===== src/core/timer_pair_regs.vh =====
// Register offsets, field positions, reset values and mode codes.
`ifndef TIMER_PAIR_REGS_VH
`define TIMER_PAIR_REGS_VH

// ----------------------------------------------------------------
// Register byte offsets
// ----------------------------------------------------------------
`define WIDTH_CONFIG_OFS 8'h00
`define LOWER_MODE_OFS 8'h04
`define UPPER_MODE_OFS 8'h08
`define CONTROL_OFS 8'h0C
`define IRQ_MASK_OFS 8'h18
`define RAW_STATUS_OFS 8'h1C
`define MASKED_STATUS_OFS 8'h20
`define IRQ_CLEAR_OFS 8'h24
`define LOWER_LOAD_OFS 8'h28
`define UPPER_LOAD_OFS 8'h2C
`define LOWER_MATCH_OFS 8'h30
`define LOWER_PRESCALE_OFS 8'h38
`define UPPER_PRESCALE_OFS 8'h3C
`define LOWER_VALUE_OFS 8'h48
`define UPPER_VALUE_OFS 8'h4C

// ----------------------------------------------------------------
// Width configuration codes
// ----------------------------------------------------------------
`define CFG_32_TIMER 3'h0
`define CFG_32_CLOCK 3'h1
`define CFG_16_SPLIT 3'h4

// ----------------------------------------------------------------
// Half mode field codes
// ----------------------------------------------------------------
`define MODE_ONE_SHOT 2'h1
`define MODE_PERIODIC 2'h2

// ----------------------------------------------------------------
// Control register bit positions
// ----------------------------------------------------------------
`define CTL_LOWER_EN 0
`define CTL_LOWER_STALL 1
`define CTL_CLOCK_EN 4
`define CTL_LOWER_TRIG 5
`define CTL_UPPER_EN 8
`define CTL_UPPER_STALL 9
`define CTL_UPPER_TRIG 13

// ----------------------------------------------------------------
// Status, mask and clear bit positions
// ----------------------------------------------------------------
`define IRQ_LOWER_TIMEOUT 0
`define IRQ_CLOCK_MATCH 3
`define IRQ_UPPER_TIMEOUT 8

// ----------------------------------------------------------------
// Reset values and clock-mode figures
// ----------------------------------------------------------------
`define COUNT_RESET 16'hFFFF
`define PRESCALE_RESET 8'h00
`define CLOCK_FIRST_LOAD 32'h00000001
`define CLOCK_IN_HZ 32768
`define CLOCK_OUT_HZ 1
`define CLOCK_DIVIDE (`CLOCK_IN_HZ / `CLOCK_OUT_HZ)

// ----------------------------------------------------------------
// Bus responses
// ----------------------------------------------------------------
`define RESP_OKAY 2'h0
`define RESP_SLVERR 2'h2

`endif


===== src/core/clock_tick_divider.v =====
// Divides the synchronised 32.768 kHz capture pin down to a 1 Hz tick.
`timescale 1ns/1ps
`default_nettype none
module clock_tick_divider #(
  parameter DIVIDE = 32768
) (
  input wire aclk,
  input wire aresetn,
  input wire run,
  input wire slow_clock,
  output reg tick
);

  reg sync_a;
  reg sync_b;
  reg sync_c;
  reg [15:0] edges;

  // ----------------------------------------------------------------
  // Edge counting
  // ----------------------------------------------------------------
  // The pin is slow and free of the system clock, so it is resynchronised
  // and only the second and third stages feed the edge detector.
  always @(posedge aclk) begin
    if (!aresetn) begin
      sync_a <= 1'b0;
      sync_b <= 1'b0;
      sync_c <= 1'b0;
      edges <= 16'h0000;
      tick <= 1'b0;
    end else begin
      sync_a <= slow_clock;
      sync_b <= sync_a;
      sync_c <= sync_b;
      tick <= 1'b0;
      if (!run) begin
        edges <= 16'h0000;
      end else if (sync_b && !sync_c) begin
        if (edges == DIVIDE[15:0] - 16'h0001) begin
          edges <= 16'h0000;
          tick <= 1'b1; // [RULE15]
        end else begin
          edges <= edges + 16'h0001;
        end
      end
    end
  end

endmodule
`default_nettype wire


===== src/core/gp_timer_module.v =====
// Timer pair: two 16-bit halves, chained 32-bit timer and clock, AXI4-Lite.
//
// Functional notes
// RULE1 - Reset clears control; counters and interval loads become all ones.
// RULE2 - Reset clears both prescale counters and prescale registers.
// RULE3 - Config 0 is 32-bit timer, config 1 is 32-bit clock, chained.
// RULE4 - Config 4 splits into two independent 16-bit timers.
// RULE5 - In 32-bit modes a lower load write fills both load registers.
// RULE6 - In 32-bit modes lower value read returns upper:lower counts.
// RULE7 - 32-bit timer is one down-counter; only lower mode field counts.
// RULE8 - 32-bit counter decrements, reloads from chained loads after zero.
// RULE9 - One-shot stops and clears its enable; periodic keeps counting.
// RULE10 - 32-bit time-out sets lower raw flag; masked flag when unmasked.
// RULE11 - Time-out emits a trigger only when lower trigger enable is set.
// RULE12 - Rewriting interval load reloads the running counter next cycle.
// RULE13 - Stall bit holds the counter until it is released.
// RULE14 - Clock mode counts up, starts at one; later loads via match.
// RULE15 - Capture pin carries 32.768 kHz, divided to a 1 Hz tick.
// RULE16 - Clock count equal to match rolls over to zero and continues.
// RULE17 - Clock match sets raw flag, masked flag if unmasked; clear both.
// RULE18 - Stall bits are ignored while clock mode enable is set.
// RULE19 - 16-bit halves count down with optional 8-bit prescaler.
// RULE20 - Half reloads load and prescale after zero; one-shot stops.
// RULE21 - Half time-out sets its raw flag, masked flag and trigger.
// RULE22 - Prescale p makes the half step once every p+1 clocks.
//
// The implementer's own choices: the address map and register access over AXI4-Lite.
`timescale 1ns/1ps
`default_nettype none
`include "timer_pair_regs.vh"
module gp_timer_module #(
  parameter CLOCK_DIVIDE = `CLOCK_DIVIDE
) (
  input wire aclk,
  input wire aresetn,
  input wire [7:0] s_axi_awaddr,
  input wire s_axi_awvalid,
  output reg s_axi_awready,
  input wire [31:0] s_axi_wdata,
  input wire [3:0] s_axi_wstrb,
  input wire s_axi_wvalid,
  output reg s_axi_wready,
  output reg [1:0] s_axi_bresp,
  output reg s_axi_bvalid,
  input wire s_axi_bready,
  input wire [7:0] s_axi_araddr,
  input wire s_axi_arvalid,
  output reg s_axi_arready,
  output reg [31:0] s_axi_rdata,
  output reg [1:0] s_axi_rresp,
  output reg s_axi_rvalid,
  input wire s_axi_rready,
  input wire capture_pin_zero,
  output reg lower_trigger,
  output reg upper_trigger,
  output reg timer_irq
);

  // ----------------------------------------------------------------
  // Bus write channel capture
  // ----------------------------------------------------------------
  reg aw_got;
  reg w_got;
  reg [7:0] aw_addr;
  reg [31:0] w_data;
  reg [3:0] w_strb;
  wire aw_hs = s_axi_awvalid & s_axi_awready;
  wire w_hs = s_axi_wvalid & s_axi_wready;
  wire aw_have = aw_got | aw_hs;
  wire w_have = w_got | w_hs;
  wire wr_en = aw_have & w_have & ~s_axi_bvalid;
  wire [7:0] wr_addr = aw_got ? aw_addr : s_axi_awaddr;
  wire [31:0] wr_data = w_got ? w_data : s_axi_wdata;
  wire [3:0] wr_strb = w_got ? w_strb : s_axi_wstrb;
  wire next_aw_got = aw_have & ~wr_en;
  wire next_w_got = w_have & ~wr_en;
  reg wr_hit;

  always @(posedge aclk) begin
    if (!aresetn) begin
      aw_got <= 1'b0;
      w_got <= 1'b0;
      aw_addr <= 8'h00;
      w_data <= 32'h00000000;
      w_strb <= 4'h0;
      s_axi_awready <= 1'b0;
      s_axi_wready <= 1'b0;
      s_axi_bvalid <= 1'b0;
      s_axi_bresp <= `RESP_OKAY;
    end else begin
      aw_got <= next_aw_got;
      w_got <= next_w_got;
      if (aw_hs) begin
        aw_addr <= s_axi_awaddr;
      end
      if (w_hs) begin
        w_data <= s_axi_wdata;
        w_strb <= s_axi_wstrb;
      end
      s_axi_awready <= ~next_aw_got;
      s_axi_wready <= ~next_w_got;
      if (wr_en) begin
        s_axi_bvalid <= 1'b1;
        s_axi_bresp <= wr_hit ? `RESP_OKAY : `RESP_SLVERR;
      end else if (s_axi_bready) begin
        s_axi_bvalid <= 1'b0;
      end
    end
  end

  // ----------------------------------------------------------------
  // Register state
  // ----------------------------------------------------------------
  reg [2:0] width_config_reg;
  reg [1:0] lower_mode_field;
  reg [1:0] upper_mode_field;
  reg lower_enable_bit;
  reg lower_stall_bit;
  reg clock_mode_enable;
  reg lower_trigger_enable;
  reg upper_enable_bit;
  reg upper_stall_bit;
  reg upper_trigger_enable;
  reg mask_lower;
  reg mask_clock;
  reg mask_upper;
  reg lower_timeout_raw;
  reg clock_match_raw;
  reg upper_timeout_raw;
  reg [15:0] lower_interval_load;
  reg [15:0] upper_interval_load;
  reg [15:0] lower_count_value;
  reg [15:0] upper_count_value;
  reg [7:0] lower_prescale_reg;
  reg [7:0] upper_prescale_reg;
  reg [7:0] lower_prescale_count;
  reg [7:0] upper_prescale_count;
  reg [31:0] lower_match_reg;
  wire clock_tick;

  function [31:0] merge;
    input [31:0] old;
    input [31:0] data;
    input [3:0] strb;
    integer i;
    begin
      for (i = 0; i < 4; i = i + 1) begin
        merge[i*8 +: 8] = strb[i] ? data[i*8 +: 8] : old[i*8 +: 8];
      end
    end
  endfunction

  // ----------------------------------------------------------------
  // Counting conditions and events
  // ----------------------------------------------------------------
  wire mode_32 = (width_config_reg == `CFG_32_TIMER); // [RULE3]
  wire mode_clock = (width_config_reg == `CFG_32_CLOCK); // [RULE3]
  wire mode_split = (width_config_reg == `CFG_16_SPLIT); // [RULE4]
  wire [31:0] count_32 = {upper_count_value, lower_count_value};
  // Stall has no effect while clock mode enable is set.
  wire run_lower = lower_enable_bit &
                   ~(lower_stall_bit & ~clock_mode_enable); // [RULE13] [RULE18]
  wire run_upper = upper_enable_bit &
                   ~(upper_stall_bit & ~clock_mode_enable); // [RULE13] [RULE18]
  wire lower_step = (lower_prescale_count == 8'h00); // [RULE22]
  wire upper_step = (upper_prescale_count == 8'h00); // [RULE22]
  wire lower_timeout = mode_32 ? (run_lower & (count_32 == 32'h00000000))
                       : (mode_split & run_lower & lower_step &
                          (lower_count_value == 16'h0000)); // [RULE10]
  wire upper_timeout = mode_split & run_upper & upper_step &
                       (upper_count_value == 16'h0000); // [RULE21]
  wire clock_hit = mode_clock & lower_enable_bit & clock_tick &
                   (count_32 == lower_match_reg); // [RULE17]

  clock_tick_divider #(
    .DIVIDE(CLOCK_DIVIDE)
  ) u_tick (
    .aclk(aclk),
    .aresetn(aresetn),
    .run(mode_clock & lower_enable_bit),
    .slow_clock(capture_pin_zero),
    .tick(clock_tick)
  );

  // ----------------------------------------------------------------
  // Read view
  // ----------------------------------------------------------------
  reg [31:0] control_word;
  reg [31:0] raw_word;
  reg [31:0] mask_word;
  reg [31:0] rd_word;
  reg rd_hit;

  always @* begin
    control_word = 32'h00000000;
    control_word[`CTL_LOWER_EN] = lower_enable_bit;
    control_word[`CTL_LOWER_STALL] = lower_stall_bit;
    control_word[`CTL_CLOCK_EN] = clock_mode_enable;
    control_word[`CTL_LOWER_TRIG] = lower_trigger_enable;
    control_word[`CTL_UPPER_EN] = upper_enable_bit;
    control_word[`CTL_UPPER_STALL] = upper_stall_bit;
    control_word[`CTL_UPPER_TRIG] = upper_trigger_enable;
    raw_word = 32'h00000000;
    raw_word[`IRQ_LOWER_TIMEOUT] = lower_timeout_raw;
    raw_word[`IRQ_CLOCK_MATCH] = clock_match_raw;
    raw_word[`IRQ_UPPER_TIMEOUT] = upper_timeout_raw;
    mask_word = 32'h00000000;
    mask_word[`IRQ_LOWER_TIMEOUT] = mask_lower;
    mask_word[`IRQ_CLOCK_MATCH] = mask_clock;
    mask_word[`IRQ_UPPER_TIMEOUT] = mask_upper;
  end

  always @* begin
    rd_hit = 1'b1;
    case (s_axi_araddr)
      `WIDTH_CONFIG_OFS: rd_word = {29'h0, width_config_reg};
      `LOWER_MODE_OFS: rd_word = {30'h0, lower_mode_field};
      `UPPER_MODE_OFS: rd_word = {30'h0, upper_mode_field};
      `CONTROL_OFS: rd_word = control_word;
      `IRQ_MASK_OFS: rd_word = mask_word;
      `RAW_STATUS_OFS: rd_word = raw_word;
      `MASKED_STATUS_OFS: rd_word = raw_word & mask_word; // [RULE10]
      `LOWER_LOAD_OFS: rd_word = mode_split ?
        {16'h0, lower_interval_load} :
        {upper_interval_load, lower_interval_load};
      `UPPER_LOAD_OFS: rd_word = {16'h0, upper_interval_load};
      `LOWER_MATCH_OFS: rd_word = lower_match_reg;
      `LOWER_PRESCALE_OFS: rd_word = {24'h0, lower_prescale_reg};
      `UPPER_PRESCALE_OFS: rd_word = {24'h0, upper_prescale_reg};
      `LOWER_VALUE_OFS: rd_word = mode_split ?
        {16'h0, lower_count_value} : count_32; // [RULE6]
      `UPPER_VALUE_OFS: rd_word = {16'h0, upper_count_value};
      `IRQ_CLEAR_OFS: rd_word = 32'h00000000;
      default: begin
        rd_word = 32'h00000000;
        rd_hit = 1'b0;
      end
    endcase
  end

  always @* begin
    case (wr_addr)
      `WIDTH_CONFIG_OFS, `LOWER_MODE_OFS, `UPPER_MODE_OFS, `CONTROL_OFS,
      `IRQ_MASK_OFS, `IRQ_CLEAR_OFS, `LOWER_LOAD_OFS, `UPPER_LOAD_OFS,
      `LOWER_MATCH_OFS, `LOWER_PRESCALE_OFS, `UPPER_PRESCALE_OFS:
        wr_hit = 1'b1;
      default: wr_hit = 1'b0;
    endcase
  end

  wire ar_hs = s_axi_arvalid & s_axi_arready;
  wire next_rvalid = ar_hs | (s_axi_rvalid & ~s_axi_rready);

  always @(posedge aclk) begin
    if (!aresetn) begin
      s_axi_arready <= 1'b0;
      s_axi_rvalid <= 1'b0;
      s_axi_rdata <= 32'h00000000;
      s_axi_rresp <= `RESP_OKAY;
    end else begin
      s_axi_rvalid <= next_rvalid;
      s_axi_arready <= ~next_rvalid;
      if (ar_hs) begin
        s_axi_rdata <= rd_word;
        s_axi_rresp <= rd_hit ? `RESP_OKAY : `RESP_SLVERR;
      end
    end
  end

  // ----------------------------------------------------------------
  // Counters, register writes and flags
  // ----------------------------------------------------------------
  // Order inside this process matters: counting first, then software
  // writes, then hardware flag sets and enable clears, so a write of the
  // load register wins over a step and an event wins over its clear.
  wire [31:0] wv = merge(32'h00000000, wr_data, wr_strb);

  always @(posedge aclk) begin
    if (!aresetn) begin
      width_config_reg <= 3'h0; // [RULE1]
      lower_mode_field <= 2'h0;
      upper_mode_field <= 2'h0;
      lower_enable_bit <= 1'b0;
      lower_stall_bit <= 1'b0;
      clock_mode_enable <= 1'b0;
      lower_trigger_enable <= 1'b0;
      upper_enable_bit <= 1'b0;
      upper_stall_bit <= 1'b0;
      upper_trigger_enable <= 1'b0;
      mask_lower <= 1'b0;
      mask_clock <= 1'b0;
      mask_upper <= 1'b0;
      lower_timeout_raw <= 1'b0;
      clock_match_raw <= 1'b0;
      upper_timeout_raw <= 1'b0;
      lower_interval_load <= `COUNT_RESET; // [RULE1]
      upper_interval_load <= `COUNT_RESET; // [RULE1]
      lower_count_value <= `COUNT_RESET; // [RULE1]
      upper_count_value <= `COUNT_RESET; // [RULE1]
      lower_prescale_reg <= `PRESCALE_RESET; // [RULE2]
      upper_prescale_reg <= `PRESCALE_RESET; // [RULE2]
      lower_prescale_count <= `PRESCALE_RESET; // [RULE2]
      upper_prescale_count <= `PRESCALE_RESET; // [RULE2]
      lower_match_reg <= 32'h00000000;
      lower_trigger <= 1'b0;
      upper_trigger <= 1'b0;
      timer_irq <= 1'b0;
    end else begin
      if (mode_32 && run_lower) begin
        // One 32-bit down-counter; zero is held one cycle, then reload.
        if (count_32 == 32'h00000000) begin
          {upper_count_value, lower_count_value} <=
            {upper_interval_load, lower_interval_load}; // [RULE8]
        end else begin
          {upper_count_value, lower_count_value} <=
            count_32 - 32'h00000001; // [RULE7] [RULE8]
        end
      end
      if (mode_clock && lower_enable_bit && clock_tick) begin
        if (count_32 == lower_match_reg) begin
          {upper_count_value, lower_count_value} <= 32'h00000000; // [RULE16]
        end else begin
          {upper_count_value, lower_count_value} <=
            count_32 + 32'h00000001; // [RULE14]
        end
      end
      if (mode_split && run_lower) begin
        if (lower_step) begin
          lower_prescale_count <= lower_prescale_reg; // [RULE22]
          lower_count_value <= (lower_count_value == 16'h0000) ?
            lower_interval_load : lower_count_value - 16'h0001; // [RULE20]
        end else begin
          lower_prescale_count <= lower_prescale_count - 8'h01; // [RULE19]
        end
      end
      if (mode_split && run_upper) begin
        if (upper_step) begin
          upper_prescale_count <= upper_prescale_reg; // [RULE22]
          upper_count_value <= (upper_count_value == 16'h0000) ?
            upper_interval_load : upper_count_value - 16'h0001; // [RULE20]
        end else begin
          upper_prescale_count <= upper_prescale_count - 8'h01; // [RULE19]
        end
      end

      if (wr_en) begin
        case (wr_addr)
          `WIDTH_CONFIG_OFS: begin
            width_config_reg <= wv[2:0];
            if (wv[2:0] == `CFG_32_CLOCK && !mode_clock) begin
              {upper_count_value, lower_count_value} <=
                `CLOCK_FIRST_LOAD; // [RULE14]
            end
          end
          `LOWER_MODE_OFS: lower_mode_field <= wv[1:0];
          `UPPER_MODE_OFS: upper_mode_field <= wv[1:0];
          `CONTROL_OFS: begin
            lower_enable_bit <= wv[`CTL_LOWER_EN];
            lower_stall_bit <= wv[`CTL_LOWER_STALL];
            clock_mode_enable <= wv[`CTL_CLOCK_EN];
            lower_trigger_enable <= wv[`CTL_LOWER_TRIG];
            upper_enable_bit <= wv[`CTL_UPPER_EN];
            upper_stall_bit <= wv[`CTL_UPPER_STALL];
            upper_trigger_enable <= wv[`CTL_UPPER_TRIG];
          end
          `IRQ_MASK_OFS: begin
            mask_lower <= wv[`IRQ_LOWER_TIMEOUT];
            mask_clock <= wv[`IRQ_CLOCK_MATCH];
            mask_upper <= wv[`IRQ_UPPER_TIMEOUT];
          end
          `IRQ_CLEAR_OFS: begin
            if (wv[`IRQ_LOWER_TIMEOUT]) lower_timeout_raw <= 1'b0;
            if (wv[`IRQ_CLOCK_MATCH]) clock_match_raw <= 1'b0; // [RULE17]
            if (wv[`IRQ_UPPER_TIMEOUT]) upper_timeout_raw <= 1'b0;
          end
          `LOWER_LOAD_OFS: begin
            lower_interval_load <= wv[15:0];
            if (!mode_clock) begin
              lower_count_value <= wv[15:0]; // [RULE12]
            end
            if (!mode_split) begin
              upper_interval_load <= wv[31:16]; // [RULE5]
              if (!mode_clock) begin
                upper_count_value <= wv[31:16]; // [RULE12]
              end
            end
          end
          `UPPER_LOAD_OFS: begin
            upper_interval_load <= wv[15:0];
            if (mode_split) begin
              upper_count_value <= wv[15:0]; // [RULE12]
            end
          end
          `LOWER_MATCH_OFS: lower_match_reg <= wv;
          `LOWER_PRESCALE_OFS: lower_prescale_reg <= wv[7:0];
          `UPPER_PRESCALE_OFS: upper_prescale_reg <= wv[7:0];
          default: begin
          end
        endcase
      end

      if (lower_timeout) begin
        lower_timeout_raw <= 1'b1; // [RULE10] [RULE21]
        if (lower_mode_field == `MODE_ONE_SHOT) begin
          lower_enable_bit <= 1'b0; // [RULE9] [RULE20]
        end
      end
      if (upper_timeout) begin
        upper_timeout_raw <= 1'b1; // [RULE21]
        if (upper_mode_field == `MODE_ONE_SHOT) begin
          upper_enable_bit <= 1'b0; // [RULE20]
        end
      end
      if (clock_hit) begin
        clock_match_raw <= 1'b1; // [RULE17]
      end
      lower_trigger <= lower_timeout & lower_trigger_enable; // [RULE11]
      upper_trigger <= upper_timeout & upper_trigger_enable; // [RULE21]
      timer_irq <= |(raw_word & mask_word); // [RULE17] [RULE21]
    end
  end

endmodule
`default_nettype wire


===== config.mk =====
export PLATFORM = sky130hd
export DESIGN_NAME = gp_timer_module
export DESIGN_NICKNAME = d
export VERILOG_FILES = /design/src/core/clock_tick_divider.v /design/src/core/gp_timer_module.v
export VERILOG_INCLUDE_DIRS = /design/src /design/src/core
export SDC_FILE = /design/constraint.sdc
export NUM_CORES = 1
export LEC_CHECK = 0
export BUFFER_PORTS_ARGS = -buffer_cell sky130_fd_sc_hd__buf_4
export CAP_MARGIN = 15
export CORE_ASPECT_RATIO = 0.7
export CORE_MARGIN = 3
export CORE_UTILIZATION = 45
export CTS_CLUSTER_DIAMETER = 50
export DETAILED_ROUTE_END_ITERATION = 8
export PLACE_DENSITY = 0.59
export SETUP_SLACK_MARGIN = 0.1
export SLEW_MARGIN = 20
export SYNTH_ARGS = -nofsm -noshare
export SYNTH_HDL_FRONTEND = slang
export SYNTH_HIERARCHICAL = 1
export SYNTH_SLANG_ARGS = --single-unit

===== constraint.sdc =====
create_clock -name aclk -period 8.7 [get_ports aclk]
set_clock_uncertainty 0.2 [all_clocks]
set_input_delay 0.435 -clock aclk [delete_from_list [all_inputs] [get_ports aclk]]
set_output_delay 0.435 -clock aclk [all_outputs]
set_load 0.005 [all_outputs]

==> impl_metrics.tcl, run 1 <==
set metrics [dict create \
    grt_max_degree 77 \
    period_needed_ns 4.43 \
    avgSynthCellArea_um2 7.57 \
    drive_above_1_share 0.121 \
    grt_usage 0.336 \
    root_buffer "clkbuf_16" \
    synth_mux_area_frac 0.0204 \
    fillers 3133 \
    slew_viol_final 0 \
    combPwrFrac 0.102 \
    placed_cells 2404 \
    clkPwrFrac 0.467 \
    path_cells "inv_1 -> ha_1 -> nor4b_1 -> nand4_1 -> nor2_1 -> buf_4 -> o21ai_0 -> a211o_1 -> o2111ai_1 -> a32oi_1" \
    grt.overflow.total 0 \
    postLayoutCoreUtil 0.540 \
    slowest_stage "nor2_1" \
    start_kind "flip-flop" \
    synth_xor_area_frac 0.0410 \
    swShare 0.268 \
    ys_seq_elements 256 \
    setup_viol 0 \
    fmax_mhz 226 \
    seq_area_mm2 0.00513 \
    wl_per_cell_um 24.9 \
    layout.nets 2133 \
    clk_pin_slew_ns 0.06 \
    tightest_slew_ns 1.14 \
    rows 55 \
    rsz0062_at_grt "false" \
    io_buffers 101 \
    clk_path_buf_depth 3 \
    fin_cells 2515 \
    syn_inst 2001 \
    whs_ns 0.137 \
    initial_utilization 0.463 \
    yosysTopAreaCell "dfxtp_1" \
    cts_buffers 30 \
    placed_area_mm2 0.0161 \
    place_congestion 1.03 \
    endpoint_kind "flip-flop" \
    synth_cell_type_count 93 \
    multi_input_area_mm2 0.00928 \
    critical_path.max_stage_delay_ns 0.97 \
    avgViaCountPerCell 6.49 \
    clock_latency_ns 0.58 \
    hold_class "in2reg" \
    synthSimpleGateAreaFrac 0.282 \
    relSlewSlack 0.238 \
    net-switching-power_mw 0.757 \
    setup_tns_ns 0 \
    seqPwrFrac 0.430 \
    hold_violations 0 \
    power_density_mw_per_mm2 160 \
    grt_pass1_wl_um 94300 \
    drtAntennaViolNets 0 \
    yosys.area_share.adder 0.00661 \
    critPathArrivalTime_ns 4.64 \
    p_total_mw 2.83 \
    yosysSeqAreaShare 0.338 \
    fin_crit_sh 0.509 \
    crit_type "reg2reg" \
    critical_path_peak_fanout 16 \
    post_cts_resized 0 \
    leakagePower_nw 6.27 \
    ys_warn_count 6 \
    cts_tree "yes" \
    drt-total-wl_um 62600 \
    final_area_mm2 0.0177 \
    ir_drop_v 0.000148 \
    synth_edf_count 0 \
    drv_cap 0 \
    p_int_mw 2.07 \
    core-area_mm2 0.0328 \
    post-cts-setup-buffer-count 0 \
    cts_sinks 256 \
    worstPathRequired_ns 8.91 \
    vias 16300 \
    io_pins 104 \
    drc 0 \
    die_area_mm2 0.0359 \
    setup_slack_ns 4.27 \
    antenna_found_initial 3 \
    dpl.hpwl_um 43900 \
    grt_pass1_vias 14900 \
    dp_slack_ns 4.51 \
    status "complete, no violations" \
    syn_area_mm2 0.0152 \
    htreeDepth 1 \
    synth-compound-area-share 0.260 \
    diodes 0 \
    synth.area.top_cells "dfxtp_1 34%, nand2_1 6.7%, nor2_1 6.1%" \
    area_growth_pct 16.7 \
    drt-initial-drc-count 2249 \
    synth_top_area_share 0.338 \
    async_reset_ff_frac 0 \
    dr.pass1.iters 7 \
    hold_buffers 56 \
    die_w_um 225 \
    die_y_um 160 \
    synth_top_family_by_area "simple AND/OR/NAND/NOR gates" \
    synth_flop_cell "dfxtp_1" \
]
==> final timing paths <==
kind | start | to | slack (ns) | depth (start not counted)
max | lower_count_value[0] | lower_count_value[7] | 4.27 | 10
min | s_axi_awvalid | s_axi_awready | 0.14 | 4
max reg2reg | lower_count_value[0] | lower_count_value[7] | 4.27 | 10
min reg2reg | u_tick/sync_a | u_tick/sync_b | 0.25 | 1
==> worst max-delay path, delay by kind of cell, from the launching register on <==
family / cells / cell delay (ns)
and+or+nand+nor: 3 / 2.35
AOI/OAI and AO/OA: 4 / 0.61
DFF: 1 / 0.46
buffers and inverters: 2 / 0.45
adders and majority gates: 1 / 0.16
==> power by group through the flow <==
stage,clock (mW),sequential (mW),combinational [mW]
finish,1.32,1.22,0.289
global route,1.39,1.22,0.309
CTS,1.34,1.22,0.280
detailed placement,0,1.24,0.260
global placement,0,1.24,0.259
floorplan,0,1.23,0.172
==> placed cells by master (no fill, tap or decap), types with 9 or more instances in the layout <==
cell,synthesis,routed
mux2_2,13,13
a22oi_1,77,77
nand2b_1,12,12
a21oi_1,138,137
o21ai_0,88,88
xnor2_1,49,49
o211ai_1,48,48
or3_1,13,13
o31ai_1,12,12
a2bb2oi_1,9,9
o22ai_1,16,16
a211oi_1,53,53
inv_1,22,21
and4_1,9,9
or4_1,17,17
buf_4,4,140
nand2_1,272,272
clkbuf_8,0,9
nor2_1,246,245
and2_1,17,17
o21a_1,14,14
mux2i_1,14,14
nor3_1,43,43
dfxtp_1,256,255
dlygate4sd3_1,0,56
nand4_1,36,36
clkbuf_16,0,30
a31oi_1,34,33
a221o_1,9,9
and3_1,27,27
a222oi_1,12,12
nor4_1,25,25
xor2_1,22,22
nand3_1,84,84
==> layout make-up <==
type	count	area share
Multi-Input combinational cell	1559	0.525
Sequential cell	256	0.290
Inverter	22	0.00495
Timing Repair Buffer	196	0.0912
Tap cell	427	0.0302
Clock buffer	43	0.0503
Clock inverter	12	0.00849
==> per-layer routing <==
metal	up-vias	wire, um	share of wire	track usage
met4	6	1950	0.031	0.0883
met2	1013	24000	0.38	0.441
met5	-	41	0.00065	0
met3	154	8940	0.14	0.124
met1	7646	27700	0.44	0.507
li1	7509	-	-	-
==> logic make-up after synthesis <==
logic type | after synthesis
AND/OR/NAND/NOR | 864
flip-flops | 256
adder cells (fa/ha/maj) | 8
multiplexers | 29
other | 1
buffers and inverters | 187
AO/OA/AOI/OAI | 585
XOR/XNOR | 71
==> cells in the mapped netlist (36+ instances only) <==
cell / count
nand2_1: 272
dfxtp_1: 256
nor2_1: 246
a21oi_1: 138
clkbuf_1: 116
o21ai_0: 88
nand3_1: 84
a22oi_1: 77
a211oi_1: 53
xnor2_1: 49
o211ai_1: 48
nor3_1: 43
nand4_1: 36
(Power assumes the default switching activity.)
==> run 2: changes to the inputs <==
- clock period: 8.7 -> 4.3 ns (I/O delays scaled with it)
==> run 2 against run 1 <==
Net effect:
- combinational power rose by 110%
- worst hold slack got worse by 0.11 ns
- sequential cell count unchanged
==> impl_metrics.tcl, run 2 (synthesized netlist as in run 1, its figures left out) <==
set metrics [dict create \
    status "complete, no violations" \
    grt_pass1_wl_um 96000 \
    clk_pin_slew_ns 0.06 \
    drive_above_1_share 0.136 \
    grt_pass1_vias 14900 \
    critPathArrivalTime_ns 4.13 \
    postLayoutCoreUtil 0.551 \
    fin_crit_sh 0.886 \
    dr.pass1.iters 8 \
    io_pins 104 \
    setup_tns_ns 0 \
    holdPathStages 5 \
    mostFrequentLayoutCell "nand2_1" \
    worstPathRequired_ns 4.63 \
    layout.nets 2182 \
    place_congestion 1.01 \
    cts_sinks 256 \
    vias 16400 \
    post-cts-setup-buffer-count 0 \
    cts_tree "yes" \
    reg2reg_from "aw_addr[0]" \
    drtAntennaViolNets 0 \
    slowest_stage "nor4_1" \
    power_density_mw_per_mm2 316 \
    whs_ns 0.0265 \
    endpoint_kind "flip-flop" \
    critical_path.max_stage_delay_ns 0.76 \
    fmax_mhz 263 \
    grt.overflow.total 0 \
    initial_utilization 0.463 \
    crit_type "reg2reg" \
    core-area_mm2 0.0328 \
    root_buffer "clkbuf_16" \
    dpl.hpwl_um 46800 \
    avgViaCountPerCell 6.38 \
    rows 55 \
    die_w_um 225 \
    path_cells "nor4_1 -> a22oi_2 -> nor3_1 -> nand3_1 -> buf_4 -> a2bb2oi_1 -> o21ai_0 -> a221o_1" \
    grt_usage 0.347 \
    tightest_slew_ns 1.13 \
    grt_max_degree 72 \
    drt-total-wl_um 64200 \
    path_delay_family "simple AND/OR/NAND/NOR gates" \
    htreeDepth 1 \
    dp_slack_ns 0.679 \
    drt-initial-drc-count 2102 \
    start_kind "flip-flop" \
    cts_buffers 30 \
    path_depth 8 \
    setup_viol 0 \
    final_cell_mix "272 x nand2_1, 255 x dfxtp_1, 245 x nor2_1, 176 x buf_4, 137 x a21oi_1" \
    rrSetupSlack_ns 0.49 \
    reg2regPathDepth 8 \
    critical_path_peak_fanout 9 \
    antenna_found_initial 3 \
    area_growth_pct 19.2 \
    wl_per_cell_um 25.0 \
    io_buffers 101 \
    hold_violations 0 \
    leakagePower_nw 6.50 \
    clock_latency_ns 0.59 \
    rsz0062_at_grt "false" \
    drc 0 \
    reg2reg_to "upper_count_value[12]" \
    min_from "s_axi_wvalid" \
    die_y_um 160 \
    path_buf_inv 1 \
    relSlewSlack 0.241 \
    drv_cap 0 \
    clk_path_buf_depth 3 \
    diodes 0 \
    setup_slack_ns 0.492 \
    slew_viol_final 0 \
    period_needed_ns 3.81 \
    die_area_mm2 0.0359 \
    min_to "w_data[0]" \
    ir_drop_v 0.000282 \
    hold_class "in2reg" \
]
## run 2: how the worst max path moves through the flow
stage | slack (ns) | startpoint | end
after global placement | 0.71 | lower_count_value[0] | upper_count_value[6]
after floorplan | 1.28 | lower_count_value[0] | lower_count_value[12]
after detailed placement | 0.68 | aw_addr[0] | upper_count_value[12]
after CTS | 0.64 | aw_addr[0] | upper_count_value[12]
final | 0.49 | aw_addr[0] | upper_count_value[12]
after global routing | 0.35 | aw_addr[0] | upper_count_value[12]
## run 2: layer usage
| metal | GRT usage | up-vias | part of all wire |
|---|---|---|---|
| li1 | - | 7615 | - |
| met3 | 0.136 | 132 | 0.14 |
| met2 | 0.457 | 942 | 0.38 |
| met1 | 0.518 | 7674 | 0.45 |
| met4 | 0.0935 | 6 | 0.030 |
| met5 | 0 | - | 0.00065 |
## run 2: area by class of cell
class | instances | area [um^2]
clock buffers | 38 | 841
clock inverters | 17 | 169
fillers | 3120 | 14700
inverters | 22 | 87.6
multi-input cells | 1559 | 9290
flip-flops and latches | 256 | 5130
well taps | 427 | 534
repair buffers | 245 | 2010
## run 2: report_power, final
group          total, mW  internal, mW  leakage [nW]  switching [mW]
logic              0.611         0.234          3.94           0.377
registers           2.46          2.41          2.07          0.0515
clock network       2.63          1.51         0.495            1.12
## run 2: tightest hold or removal path: stages
cell and delay (ns):
buf_4 0.09, nand2_1 0.04, buf_4 0.24, nand2_1 0.11, a21oi_1 0.05
## run 2: through the flow
stage / total power, mW / area, um^2 / cells
after floorplan: 2.83 / 15200 / 2002
after global placement: 3.05 / 16300 / 2440
after detailed placement: 3.06 / 16300 / 2440
after CTS: 5.71 / 18000 / 2564
after global routing: 5.88 / 18100 / 2564
final: 5.70 / 18100 / 2564
## run 2: timing repair
item,CTS,global route
resized for setup,0,0
setup endpoints to repair,0,0
endpoints found under the hold margin,79,0
hold buffers,69,0
